File: src/common/gbcpm_pkg.sv
/*
  gbcpm_pkg: register indices, reset values, field positions and carrier
  types for the pin bank configuration and alternate-function block.
  Assumes a host configuration port with an index register and byte data.
*/
package gbcpm_pkg;

  // register indices held in the config index register
  localparam logic [7:0] IDX_BANK4_DIRECTION   = 8'h37;
  localparam logic [7:0] IDX_BANK4_POLARITY    = 8'h38;
  localparam logic [7:0] IDX_PIN_OUTPUT_TYPE   = 8'h39;
  localparam logic [7:0] IDX_ALT_FUNC_ONE      = 8'h40;
  localparam logic [7:0] IDX_ALT_FUNC_TWO      = 8'h41;

  // values after standby-supply power-on reset
  localparam logic [7:0] RST_BANK4_DIRECTION   = 8'h00;
  localparam logic [7:0] RST_BANK4_POLARITY    = 8'h80;
  localparam logic [7:0] RST_PIN_OUTPUT_TYPE   = 8'h00;
  localparam logic [7:0] RST_ALT_FUNC_ONE      = 8'h00;
  localparam logic [7:0] RST_ALT_FUNC_TWO      = 8'h00;

  // field positions
  localparam int ALT1_CS_LSB     = 0;
  localparam int ALT1_ADDR_LSB   = 3;
  localparam int ALT1_BANK1_LSB  = 6;
  localparam int OTYPE_WAKE_BIT  = 7;

  // bank1 pin0 selector encodings
  localparam logic [1:0] B1P0_GPIO     = 2'h0;
  localparam logic [1:0] B1P0_ADDR3    = 2'h1;
  localparam logic [1:0] B1P0_CS3      = 2'h2;
  localparam logic [1:0] B1P0_RESERVED = 2'h3;

  // host configuration access
  typedef struct packed {
    logic       cfg_state;
    logic       index_wr;
    logic       data_wr;
    logic       data_rd;
    logic [7:0] wdata;
  } gbcpm_cfg_req_t;

  // expansion-bus signals from the bus engine
  typedef struct packed {
    logic [3:0] chip_sel_n;
    logic [3:0] addr;
    logic [7:0] data_out;
    logic       data_oe;
  } gbcpm_exp_t;

  // one bank of eight pins: from the core and toward the pads
  typedef struct packed {
    logic [7:0] dout;
    logic [7:0] pad_out;
    logic [7:0] pad_oe_n;
  } gbcpm_bank_t;

endpackage : gbcpm_pkg

File: src/verilog/gbcpm_bank_pad.sv
/*
  gbcpm_bank_pad: registered pad logic for one eight-pin bank: chooses
  between gpio data and an alternate function, applies polarity and driver
  type. Assumes all inputs are synchronous to clk_in.
*/
`timescale 1ns/1ps
`default_nettype none
module gbcpm_bank_pad #(
  parameter int WIDTH = 8
) (
  // clock and reset
  input  wire logic             clk_in,
  input  wire logic             reset_in,
  // configuration
  input  wire logic [WIDTH-1:0] dir_in,
  input  wire logic [WIDTH-1:0] pol_in,
  input  wire logic [WIDTH-1:0] odrain_in,
  input  wire logic [WIDTH-1:0] alt_sel_in,
  // data sources
  input  wire logic [WIDTH-1:0] gpio_dout_in,
  input  wire logic [WIDTH-1:0] alt_dout_in,
  input  wire logic [WIDTH-1:0] alt_oe_in,
  // pad side, oe low means driven
  output logic      [WIDTH-1:0] pad_out,
  output logic      [WIDTH-1:0] pad_oe_n_out
);

  logic [WIDTH-1:0] pad_d;
  logic [WIDTH-1:0] pad_q;
  logic [WIDTH-1:0] oe_n_d;
  logic [WIDTH-1:0] oe_n_q;

  always_comb begin
    for (int i = 0; i < WIDTH; i++) begin
      logic lvl;
      logic drv;
      lvl = alt_sel_in[i] ? alt_dout_in[i] : (gpio_dout_in[i] ^ pol_in[i]);
      drv = alt_sel_in[i] ? (dir_in[i] & alt_oe_in[i]) : dir_in[i];
      // open drain only pulls low and floats for a high level
      pad_d[i]  = lvl;
      oe_n_d[i] = ~(drv & ~(odrain_in[i] & lvl));
    end
  end

  always_ff @(posedge clk_in or posedge reset_in) begin
    if (reset_in) begin
      pad_q  <= '0;
      oe_n_q <= '1;
    end else begin
      pad_q  <= pad_d;
      oe_n_q <= oe_n_d;
    end
  end

  assign pad_out      = pad_q;
  assign pad_oe_n_out = oe_n_q;

endmodule : gbcpm_bank_pad
`default_nettype wire

File: src/verilog/gbcpm_top.sv
/*
  gbcpm_top: configuration registers for bank 4 direction and polarity,
  driver types and alternate-function selects, plus the pin muxing they
  steer. Assumes reset_in is the standby-supply power-on reset and that all
  host and core inputs are synchronous to clk_in.
*/
`timescale 1ns/1ps
`default_nettype none
module gbcpm_top (
  // clock and standby power-on reset
  input  wire logic                   clk_in,
  input  wire logic                   reset_in,
  // host configuration port
  input  wire gbcpm_pkg::gbcpm_cfg_req_t cfg_req_in,
  output logic [7:0]                  cfg_rdata_out,
  output logic                        cfg_rvalid_out,
  // core gpio data and expansion engine
  input  wire logic [7:0]             bank4_gpio_dout_in,
  input  wire logic [7:0]             bank3_gpio_dout_in,
  input  wire logic [7:0]             bank1_gpio_dout_in,
  input  wire logic [7:0]             bank3_dir_in,
  input  wire logic [7:0]             bank1_dir_in,
  input  wire logic                   bank2_pin0_dout_in,
  input  wire logic                   bank2_pin0_dir_in,
  input  wire logic                   wake_event_in,
  input  wire logic                   wake_polarity_in,
  input  wire gbcpm_pkg::gbcpm_exp_t  exp_in,
  // pads, oe low means driven
  output logic [7:0]                  bank4_pad_out,
  output logic [7:0]                  bank4_pad_oe_n_out,
  output logic [7:0]                  bank3_pad_out,
  output logic [7:0]                  bank3_pad_oe_n_out,
  output logic [7:0]                  bank1_pad_out,
  output logic [7:0]                  bank1_pad_oe_n_out,
  output logic                        bank2_pin0_pad_out,
  output logic                        bank2_pin0_pad_oe_n_out,
  output logic                        wake_event_out_n,
  output logic                        wake_event_oe_n_out,
  // configuration readback
  output logic [7:0]                  bank4_direction_out,
  output logic [7:0]                  bank4_polarity_out,
  output logic [7:0]                  pin_output_type_out,
  output logic [7:0]                  alt_function_select_one_out,
  output logic [7:0]                  alt_function_select_two_out
);

  logic [7:0] index_q, index_d;
  logic [7:0] dir4_q, dir4_d;
  logic [7:0] pol4_q, pol4_d;
  logic [7:0] otype_q, otype_d;
  logic [7:0] alt1_q, alt1_d;
  logic [7:0] alt2_q, alt2_d;
  logic [7:0] rdata_q, rdata_d;
  logic       rvalid_q, rvalid_d;
  logic [3:0] b2_d, b2_q;

  logic       wr;
  logic       rd;
  logic [1:0] b1p0_sel;
  logic [7:0] b4_alt_sel, b4_alt_dout, b4_alt_oe;
  logic [7:0] b1_alt_sel, b1_alt_dout, b1_odrain;

  // host writes and reads only in the configuration state
  assign wr = cfg_req_in.cfg_state & cfg_req_in.data_wr;
  assign rd = cfg_req_in.cfg_state & cfg_req_in.data_rd;

  always_comb begin
    index_d  = index_q;
    dir4_d   = dir4_q;
    pol4_d   = pol4_q;
    otype_d  = otype_q;
    alt1_d   = alt1_q;
    alt2_d   = alt2_q;
    rdata_d  = rdata_q;
    rvalid_d = 1'b0;
    if (cfg_req_in.cfg_state && cfg_req_in.index_wr) begin
      index_d = cfg_req_in.wdata;
    end
    if (wr) begin
      unique case (index_q)
        gbcpm_pkg::IDX_BANK4_DIRECTION: dir4_d  = cfg_req_in.wdata;
        gbcpm_pkg::IDX_BANK4_POLARITY:  pol4_d  = cfg_req_in.wdata;
        gbcpm_pkg::IDX_PIN_OUTPUT_TYPE: otype_d = cfg_req_in.wdata;
        gbcpm_pkg::IDX_ALT_FUNC_ONE:    alt1_d  = cfg_req_in.wdata;
        gbcpm_pkg::IDX_ALT_FUNC_TWO:    alt2_d  = cfg_req_in.wdata;
        default: ;
      endcase
    end
    if (rd) begin
      rvalid_d = 1'b1;
      unique case (index_q)
        gbcpm_pkg::IDX_BANK4_DIRECTION: rdata_d = dir4_q;
        gbcpm_pkg::IDX_BANK4_POLARITY:  rdata_d = pol4_q;
        gbcpm_pkg::IDX_PIN_OUTPUT_TYPE: rdata_d = otype_q;
        gbcpm_pkg::IDX_ALT_FUNC_ONE:    rdata_d = alt1_q;
        gbcpm_pkg::IDX_ALT_FUNC_TWO:    rdata_d = alt2_q;
        default:                        rdata_d = 8'h00;
      endcase
    end
  end

  // only the standby power-on reset reaches these registers
  always_ff @(posedge clk_in or posedge reset_in) begin
    if (reset_in) begin
      index_q  <= 8'h00;
      dir4_q   <= gbcpm_pkg::RST_BANK4_DIRECTION;
      pol4_q   <= gbcpm_pkg::RST_BANK4_POLARITY;
      otype_q  <= gbcpm_pkg::RST_PIN_OUTPUT_TYPE;
      alt1_q   <= gbcpm_pkg::RST_ALT_FUNC_ONE;
      alt2_q   <= gbcpm_pkg::RST_ALT_FUNC_TWO;
      rdata_q  <= 8'h00;
      rvalid_q <= 1'b0;
    end else begin
      index_q  <= index_d;
      dir4_q   <= dir4_d;
      pol4_q   <= pol4_d;
      otype_q  <= otype_d;
      alt1_q   <= alt1_d;
      alt2_q   <= alt2_d;
      rdata_q  <= rdata_d;
      rvalid_q <= rvalid_d;
    end
  end

  // alternate function mapping for bank 4 and bank 1
  always_comb begin
    b1p0_sel    = alt1_q[gbcpm_pkg::ALT1_BANK1_LSB +: 2];
    b4_alt_sel  = 8'h00;
    b4_alt_dout = 8'h00;
    b4_alt_oe   = 8'hff;
    b4_alt_sel[2:0]  = alt1_q[gbcpm_pkg::ALT1_CS_LSB +: 3];
    b4_alt_dout[2:0] = exp_in.chip_sel_n[2:0];
    b4_alt_sel[7:5]  = alt1_q[gbcpm_pkg::ALT1_ADDR_LSB +: 3];
    b4_alt_dout[7:5] = exp_in.addr[2:0];
    b1_alt_sel  = 8'h00;
    b1_alt_dout = 8'h00;
    unique case (b1p0_sel)
      gbcpm_pkg::B1P0_GPIO:     b1_alt_sel[0] = 1'b0;
      gbcpm_pkg::B1P0_ADDR3: begin
        b1_alt_sel[0]  = 1'b1;
        b1_alt_dout[0] = exp_in.addr[3];
      end
      gbcpm_pkg::B1P0_CS3: begin
        b1_alt_sel[0]  = 1'b1;
        b1_alt_dout[0] = exp_in.chip_sel_n[3];
      end
      gbcpm_pkg::B1P0_RESERVED: b1_alt_sel[0] = 1'b0;
    endcase
    // bank1 pins 2..7 take driver type from bits 0..5
    b1_odrain = {otype_q[5:0], 2'b00};
  end

  // bank 2 pin 0 and wake pin
  always_comb begin
    logic lvl;
    logic lvl_w;
    lvl   = bank2_pin0_dout_in;
    // non-inverted wake polarity gives an active low output
    lvl_w = ~(wake_event_in ^ wake_polarity_in);
    b2_d[0] = lvl;
    b2_d[1] = ~(bank2_pin0_dir_in & ~(otype_q[6] & lvl));
    b2_d[2] = lvl_w;
    // open drain releases the wake pin for a high level
    b2_d[3] = otype_q[gbcpm_pkg::OTYPE_WAKE_BIT] & lvl_w;
  end

  // pads released, levels low, wake output idle high
  always_ff @(posedge clk_in or posedge reset_in) begin
    if (reset_in) begin
      b2_q <= 4'he;
    end else begin
      b2_q <= b2_d;
    end
  end

  // direction per pin steers the bank 4 drivers
  gbcpm_bank_pad #(.WIDTH(8)) u_bank4 (
    .clk_in       (clk_in),
    .reset_in     (reset_in),
    .dir_in       (dir4_q),
    .pol_in       (pol4_q),
    .odrain_in    (8'h00),
    .alt_sel_in   (b4_alt_sel),
    .gpio_dout_in (bank4_gpio_dout_in),
    .alt_dout_in  (b4_alt_dout),
    .alt_oe_in    (b4_alt_oe),
    .pad_out      (bank4_pad_out),
    .pad_oe_n_out (bank4_pad_oe_n_out)
  );

  gbcpm_bank_pad #(.WIDTH(8)) u_bank3 (
    .clk_in       (clk_in),
    .reset_in     (reset_in),
    .dir_in       (bank3_dir_in),
    .pol_in       (8'h00),
    .odrain_in    (8'h00),
    .alt_sel_in   (alt2_q),
    .gpio_dout_in (bank3_gpio_dout_in),
    .alt_dout_in  (exp_in.data_out),
    .alt_oe_in    ({8{exp_in.data_oe}}),
    .pad_out      (bank3_pad_out),
    .pad_oe_n_out (bank3_pad_oe_n_out)
  );

  gbcpm_bank_pad #(.WIDTH(8)) u_bank1 (
    .clk_in       (clk_in),
    .reset_in     (reset_in),
    .dir_in       (bank1_dir_in),
    .pol_in       (8'h00),
    .odrain_in    (b1_odrain),
    .alt_sel_in   (b1_alt_sel),
    .gpio_dout_in (bank1_gpio_dout_in),
    .alt_dout_in  (b1_alt_dout),
    .alt_oe_in    (8'hff),
    .pad_out      (bank1_pad_out),
    .pad_oe_n_out (bank1_pad_oe_n_out)
  );

  assign bank2_pin0_pad_out          = b2_q[0];
  assign bank2_pin0_pad_oe_n_out     = b2_q[1];
  assign wake_event_out_n            = b2_q[2];
  assign wake_event_oe_n_out         = b2_q[3];
  assign cfg_rdata_out               = rdata_q;
  assign cfg_rvalid_out              = rvalid_q;
  assign bank4_direction_out         = dir4_q;
  assign bank4_polarity_out          = pol4_q;
  assign pin_output_type_out         = otype_q;
  assign alt_function_select_one_out = alt1_q;
  assign alt_function_select_two_out = alt2_q;

endmodule : gbcpm_top
`default_nettype wire

File: config.mk
export PLATFORM = sky130hd
export DESIGN_NAME = gbcpm_top
export DESIGN_NICKNAME = d
export VERILOG_FILES = /design/src/common/gbcpm_pkg.sv /design/src/verilog/gbcpm_bank_pad.sv /design/src/verilog/gbcpm_top.sv
export SDC_FILE = /design/constraint.sdc
export NUM_CORES = 1
export LEC_CHECK = 0
export BUFFER_PORTS_ARGS = -buffer_cell sky130_fd_sc_hd__clkbuf_2
export CORE_MARGIN = 1.5
export CORE_UTILIZATION = 46
export CTS_CLUSTER_DIAMETER = 50
export CTS_CLUSTER_SIZE = 28
export DETAILED_ROUTE_END_ITERATION = 6
export PLACE_DENSITY = 0.84
export SLEW_MARGIN = 0
export SYNTH_ARGS = -nofsm -noshare
export SYNTH_HDL_FRONTEND = slang
export SYNTH_HIERARCHICAL = 1
export SYNTH_SLANG_ARGS = --single-unit
File: constraint.sdc
create_clock -name clk_in -period 2.05 [get_ports clk_in]
set_clock_uncertainty 0.2 [all_clocks]
set_input_delay 0.205 -clock clk_in [delete_from_list [all_inputs] [get_ports clk_in]]
set_output_delay 0.205 -clock clk_in [all_outputs]
set_load 0.1 [all_outputs]
==> flow_summary.toml, run 1 <==
[worst_hold_path]
hp-class = "in -> reg"

[worst_setup_path]
critPathArrivalTime_ns = 2.21
required_ns = 2.12
cp-end-kind = "register"
slowest_stage = "or4_4"
crit_path_cell_trace = "or4_4, nor3_4, nor3b_4, buf_6, mux2_2"
startpoint_type = "register"
criticalPathCategory = "reg -> reg"
path_max_fanout = 3
max_stage_delay_ns = 0.56
rrSetupSlack_ns = -0.09

[global_route]
grt_remaining_overflow = 0
grt_max_degree = 34
grt_pass1_wl_mm = 21.9
antenna_found_initial = 0
grt_pass1_vias = 4495
track_usage = 0.248

[cells_and_area]
nets = 835
drive_above_1_share = 0.491
num_antenna_cells = 0
fin_area_um2 = 7490
areaGrowthSynthToFinish_pct = 45.6
fillCellCount = 784

[synthesis]
ys_top_cells_by_count = "dfrtp_1 (81), mux2_2 (75), nand2_1 (54)"
ys_seq_area_frac = 0.537
yosys.area.top_type = "dfrtp_1"
synth_area_um2 = 5140
synth_compound_area_frac = 0.129
yosysMostFrequentCell = "dfrtp_1"
synthFlopType = "dfrtp_1"
synth_cells = 399
synth_cell_types = 37
netlist.area_leader.share = 0.394
synth_top_family_by_area = "multiplexers"
synth_xor_area_frac = 0.0426
ys_ff_latch = 109
synth_edf_count = 0
synth_adder_area_share = 0.00487
synth_area_per_cell_um2 = 12.9
synth-simple-area-share = 0.0915
synthMuxAreaShare = 0.179
synthArstFlopShare = 1.00
yosysWarnings = 6
synth_area_leaders = "dfrtp_1 (39%), mux2_2 (16%), dfstp_2 (14%)"

[routing]
route.detailed.wl_per_inst_um = 15.7
drt_iter0_markers = 239
dr.pass1.iters = 4
avgViaCountPerCell = 4.83
drc = 0
detail-route-antenna-nets = 0
wirelength_mm = 14.1
dr_total_vias = 4357

[floorplanning]
fp.dieArea_um2 = 11800
fp.dieH_um = 109
fp-row-count = 38
io_pins = 176
core_area_um2 = 10900
initial_core_util = 0.472
die_w_um = 109

[placed_design]
gp_congestion = 0.852
dp_hpwl_mm = 10.3
place_ws_ns = -0.0897
port_buffers = 175
placed_area_um2 = 6740

[flow_run]
maxCapViolations = 0

[run_status]
violations = "setup timing"
outcome = "complete, but fails checks"

[clocking]
clk_latency_ns = 0.38
cts.clk_slew.worst_paths_ns = 0.10
clock-root-buffer = "clkbuf_8"
cts_setup_buffers = 0
cts_buffer_depth = 2
numCtsBuffers = 9
cts_tree = "yes"
htreeDepth = 3
cts.sinks = 109

[sta]
finalMaxSlewViolations = 0
finalSetupViolCount = 17
worst_slack_ns = -0.0914
period_needed_ns = 2.14
final-hold-violation-count = 0
grt_setup_unrepaired = "true"
worst_pin_slew_ns = 0.700
slew_headroom = 0.533
clock.fmax_ghz = 0.467
fin_crit_sh = 1.04

[pwr]
switching_power_mw = 2.68
seqPwrFrac = 0.419
p_clk_frac = 0.208
pwr-share-comb = 0.374
ir_worst_vdd_mv = 0.516
swShare = 0.444
power_leakage_nw = 3.79
cellPowerDensity_nw_per_um2 = 808
p_int_mw = 3.36
-- sequential cells by signal, summed over array words and instances (netlist names), 4 cells and up --
register	flops
alt_function_select_one_out	8
alt_function_select_two_out	8
b2_q	4
bank4_direction_out	8
bank4_polarity_out	8
cfg_rdata_out	8
index_q	8
pin_output_type_out	8
u_bank1/pad_oe_n_out	8
u_bank1/pad_out	8
u_bank3/pad_oe_n_out	8
u_bank3/pad_out	8
u_bank4/pad_oe_n_out	8
u_bank4/pad_out	8
-- worst max-delay path, delay by kind of cell, from the launching register on --
family                 cells  cell delay, ns
and+or+nand+nor            3            0.96
DFF                        1            0.41
muxes                      1            0.32
buffers and inverters      1            0.14
-- stage by stage --
stage / TNS, ns / power [mW] / cells / hold WS (ns) / utilization
detailed placement: -0.962 / 4.71 / 838 / 0.120 / 0.619
global route: -2.17 / 6.27 / 903 / 0.0225 / 0.688
finish: -0.852 / 6.05 / 903 / 0.0134 / 0.688
global placement: -0.275 / 4.66 / 838 / 0.115 / 0.619
CTS: -0.201 / 6.05 / 903 / 0.00478 / 0.685
floorplan: -0.647 / 4.26 / 509 / -0.0870 / -
-- power by group through the flow --
stage / clock network (mW) / registers [mW] / logic, mW
6_report: 1.26 / 2.53 / 2.26
5_1_grt: 1.36 / 2.56 / 2.35
4_1_cts: 1.29 / 2.53 / 2.23
3_5_place_dp: 0 / 2.57 / 2.14
3_3_place_gp: 0 / 2.55 / 2.11
2_1_floorplan: 0 / 3.79 / 0.469
-- per-layer routing --
metal,global-route usage,share of wire
met2,0.449,0.54
met5,0,0
met4,0.116,0.020
met1,0.277,0.39
met3,0.0520,0.052
-- layout make-up --
type                       count  area, um2  area share
sequential                   109       2760       0.369
clock buffer                  10        128      0.0170
inverter                      11       41.3     0.00551
tap                          140        175      0.0234
multi-input combinational    381       2780       0.372
clock inverter                 6       56.3     0.00752
timing repair buffer         246       1540       0.206
-- repair_timing --
action | CTS | global route
endpoints found under the setup margin | 16 | 38
hold endpoints to repair | 152 | 0
resized for setup | 9 | 8
gates cloned | 0 | 0
hold buffers | 49 | 0
pin swaps | 0 | 3
-- cell families after synthesis --
group | count (synthesis)
AOI/OAI and AO/OA | 69
xor gates and xnor gates | 25
adders and majority gates | 2
buffers and inverters | 19
DFF | 109
muxes | 81
other | 2
and+or+nand+nor | 92
-- cells in the final DEF, fill, tap and decap left out, types with 6 or more instances in the layout --
cell type      Yosys  routed
a21bo_2           21      21
a22oi_1            6       6
a31oi_1            9       9
buf_4              0      20
clkbuf_2           0     175
clkbuf_8           0       9
conb_1             2     112
dfrtp_1           81      80
dfstp_2           28      28
dlygate4sd3_1      0      49
inv_1             11      10
mux2_2            75      67
mux2_4             3      11
nand2_1           54      54
nand3_1            8       8
nor2_1             9       9
o211ai_2          21      21
xor2_1            24      24
-- worst paths after layout --
| path | from | to | depth (start not counted) |
|---|---|---|---|
| min in group asynchronous | reset_in | cfg_rdata_out[1] | 4 |
| max in group asynchronous | reset_in | u_bank4/pad_out[7] | 3 |
| hold reg to reg | bank4_direction_out[4] | u_bank4/pad_oe_n_out[4] | 1 |
| setup / recovery | index_q[4] | alt_function_select_one_out[6] | 5 |
| hold / removal | bank1_gpio_dout_in[5] | u_bank1/pad_oe_n_out[5] | 4 |
| setup reg to reg | index_q[4] | alt_function_select_one_out[6] | 5 |
Note: power is estimated with default switching activity, not from simulation.
==> run 2: changes to the inputs <==
- RECOVER_POWER: not set -> 100
==> run 2 against run 1 <==
  * The run still ends with setup timing left
  * Sequential cell count unchanged
  * Via count up 0.39%
  * Combinational power about the same
  * Clock-buffer cell count unchanged
  * Core utilization down 0.67 points
  * Sequential power about the same
  * Sequential share of layout area up 0.36 points
  * Hold slack about the same
  * Critical path depth unchanged
  * Power down 0.35%
  * Worst setup slack worse by 0.00072 ns
==> flow_summary.toml, run 2 (synthesized netlist as in run 1, its figures left out) <==
[run_status]
outcome = "complete, but fails checks"
violations = "setup timing"

[worst_setup_path]
slowest_stage = "or4_4"
max_stage_delay_ns = 0.56
criticalPathCategory = "reg -> reg"
rrSetupSlack_ns = -0.09
crit_path_cell_trace = "or4_4, nor3_4, nor3b_4, buf_6, mux2_2"
startpoint_type = "register"
cp-end-kind = "register"
startpoint = "index_q[4]"
r2r_start = "index_q[4]"
r2r_cells = 5
path_max_fanout = 3
worst_r2r_endpoint = "alt_function_select_one_out[6]"
required_ns = 2.12
critPathArrivalTime_ns = 2.21

[global_route]
grt_max_degree = 34
grt_pass1_wl_mm = 21.9
antenna_found_initial = 0
track_usage = 0.248
grt_remaining_overflow = 0
grt_pass1_vias = 4495

[cells_and_area]
fillCellCount = 798
num_antenna_cells = 0
areaGrowthSynthToFinish_pct = 44.2
fin_area_um2 = 7410
mostFrequentLayoutCells = "clkbuf_2 (175), conb_1 (112), dfrtp_1 (80), mux2_2 (67), nand2_1 (54)"
drive_above_1_share = 0.472
nets = 835
layout_commonest_cell = "clkbuf_2"

[floorplanning]
io_pins = 176
fp-row-count = 38
initial_core_util = 0.472
fp.dieH_um = 109
die_w_um = 109
fp.dieArea_um2 = 11800
core_area_um2 = 10900

[routing]
drt_iter0_markers = 157
dr.pass1.iters = 4
route.detailed.wl_per_inst_um = 15.8
wirelength_mm = 14.3
dr_total_vias = 4374
avgViaCountPerCell = 4.84
drc = 0
detail-route-antenna-nets = 0

[clocking]
htreeDepth = 3
clk_latency_ns = 0.38
cts_buffer_depth = 2
numCtsBuffers = 9
cts.sinks = 109
cts.clk_slew.worst_paths_ns = 0.10
clock-root-buffer = "clkbuf_8"
cts_tree = "yes"

[placed_design]
gp_congestion = 0.852
placed_area_um2 = 6740
port_buffers = 175
dp_hpwl_mm = 10.3
place_ws_ns = -0.0897

[sta]
grt_setup_unrepaired = "true"
clock.fmax_ghz = 0.467
slew_headroom = 0.527
period_needed_ns = 2.14
finalMaxSlewViolations = 0
worst_pin_slew_ns = 0.709
final-hold-violation-count = 0
fin_crit_sh = 1.04
worst_slack_ns = -0.0921
finalSetupViolCount = 18

[flow_run]
maxCapViolations = 0

[worst_hold_path]
hp-class = "in -> reg"
hold_depth = 4
hp-start = "bank1_gpio_dout_in[5]"
min_to = "u_bank1/pad_oe_n_out[5]"

[pwr]
power_leakage_nw = 3.75
ir_worst_vdd_mv = 0.482
cellPowerDensity_nw_per_um2 = 813
[run 2: area by class of cell]
type                    count  area, um2  area share
well taps                 140        175      0.0236
clock inverters             6       56.3     0.00759
flip-flops and latches    109       2760       0.373
multi-input cells         381       2720       0.366
inverters                  11       41.3     0.00557
clock buffers              10        128      0.0172
repair buffers            246       1540       0.207
[run 2: what timing repair did]
item                                    CTS  global route
endpoints found under the setup margin   16            38
hold buffers                             49             0
gates cloned                              0             0
resized for setup                         9             8
endpoints found under the hold margin   152             0
pin swaps                                 0             3
setup buffers                             0             0
[run 2: worst max-delay path: cells and delay by family (launching register included)]
kind | cells | cell delay (ns)
flip-flops | 1 | 0.41
AND/OR/NAND/NOR | 3 | 0.96
multiplexers | 1 | 0.32
buffers and inverters | 1 | 0.14
[run 2: power by group]
group	internal [mW]	total (mW)	switching (mW)	leakage, nW
logic	0.521	2.25	1.72	2.34
clock network	0.469	1.25	0.785	0.0909
registers	2.37	2.53	0.162	1.32
total	3.36	6.03	2.67	3.75
[run 2: stage by stage]
stage	setup TNS [ns]	hold slack, ns	cells	util	power, mW
global route	-2.17	0.0225	903	0.681	6.25
CTS	-0.201	0.00478	903	0.685	6.05
global placement	-0.275	0.115	838	0.619	4.66
finish	-0.827	0.0130	903	0.681	6.03
floorplan	-0.647	-0.0870	509	-	4.26
detailed placement	-0.962	0.120	838	0.619	4.71
[run 2: how the worst max path moves through the flow]
stage | to | slack (ns)
after global routing | alt_function_select_one_out[1] | -0.13
after global placement | alt_function_select_two_out[3] | -0.02
final | alt_function_select_one_out[6] | -0.09
after CTS | alt_function_select_one_out[6] | -0.05
after floorplan | alt_function_select_one_out[6] | -0.08
after detailed placement | alt_function_select_two_out[1] | -0.09
[run 2: routing by layer]
metal | up-vias | share of wire | global-route usage
met5 | - | 0 | 0
met4 | 0 | 0.023 | 0.116
met3 | 27 | 0.058 | 0.0520
met2 | 174 | 0.53 | 0.449
met1 | 2142 | 0.39 | 0.277
li1 | 2031 | - | -
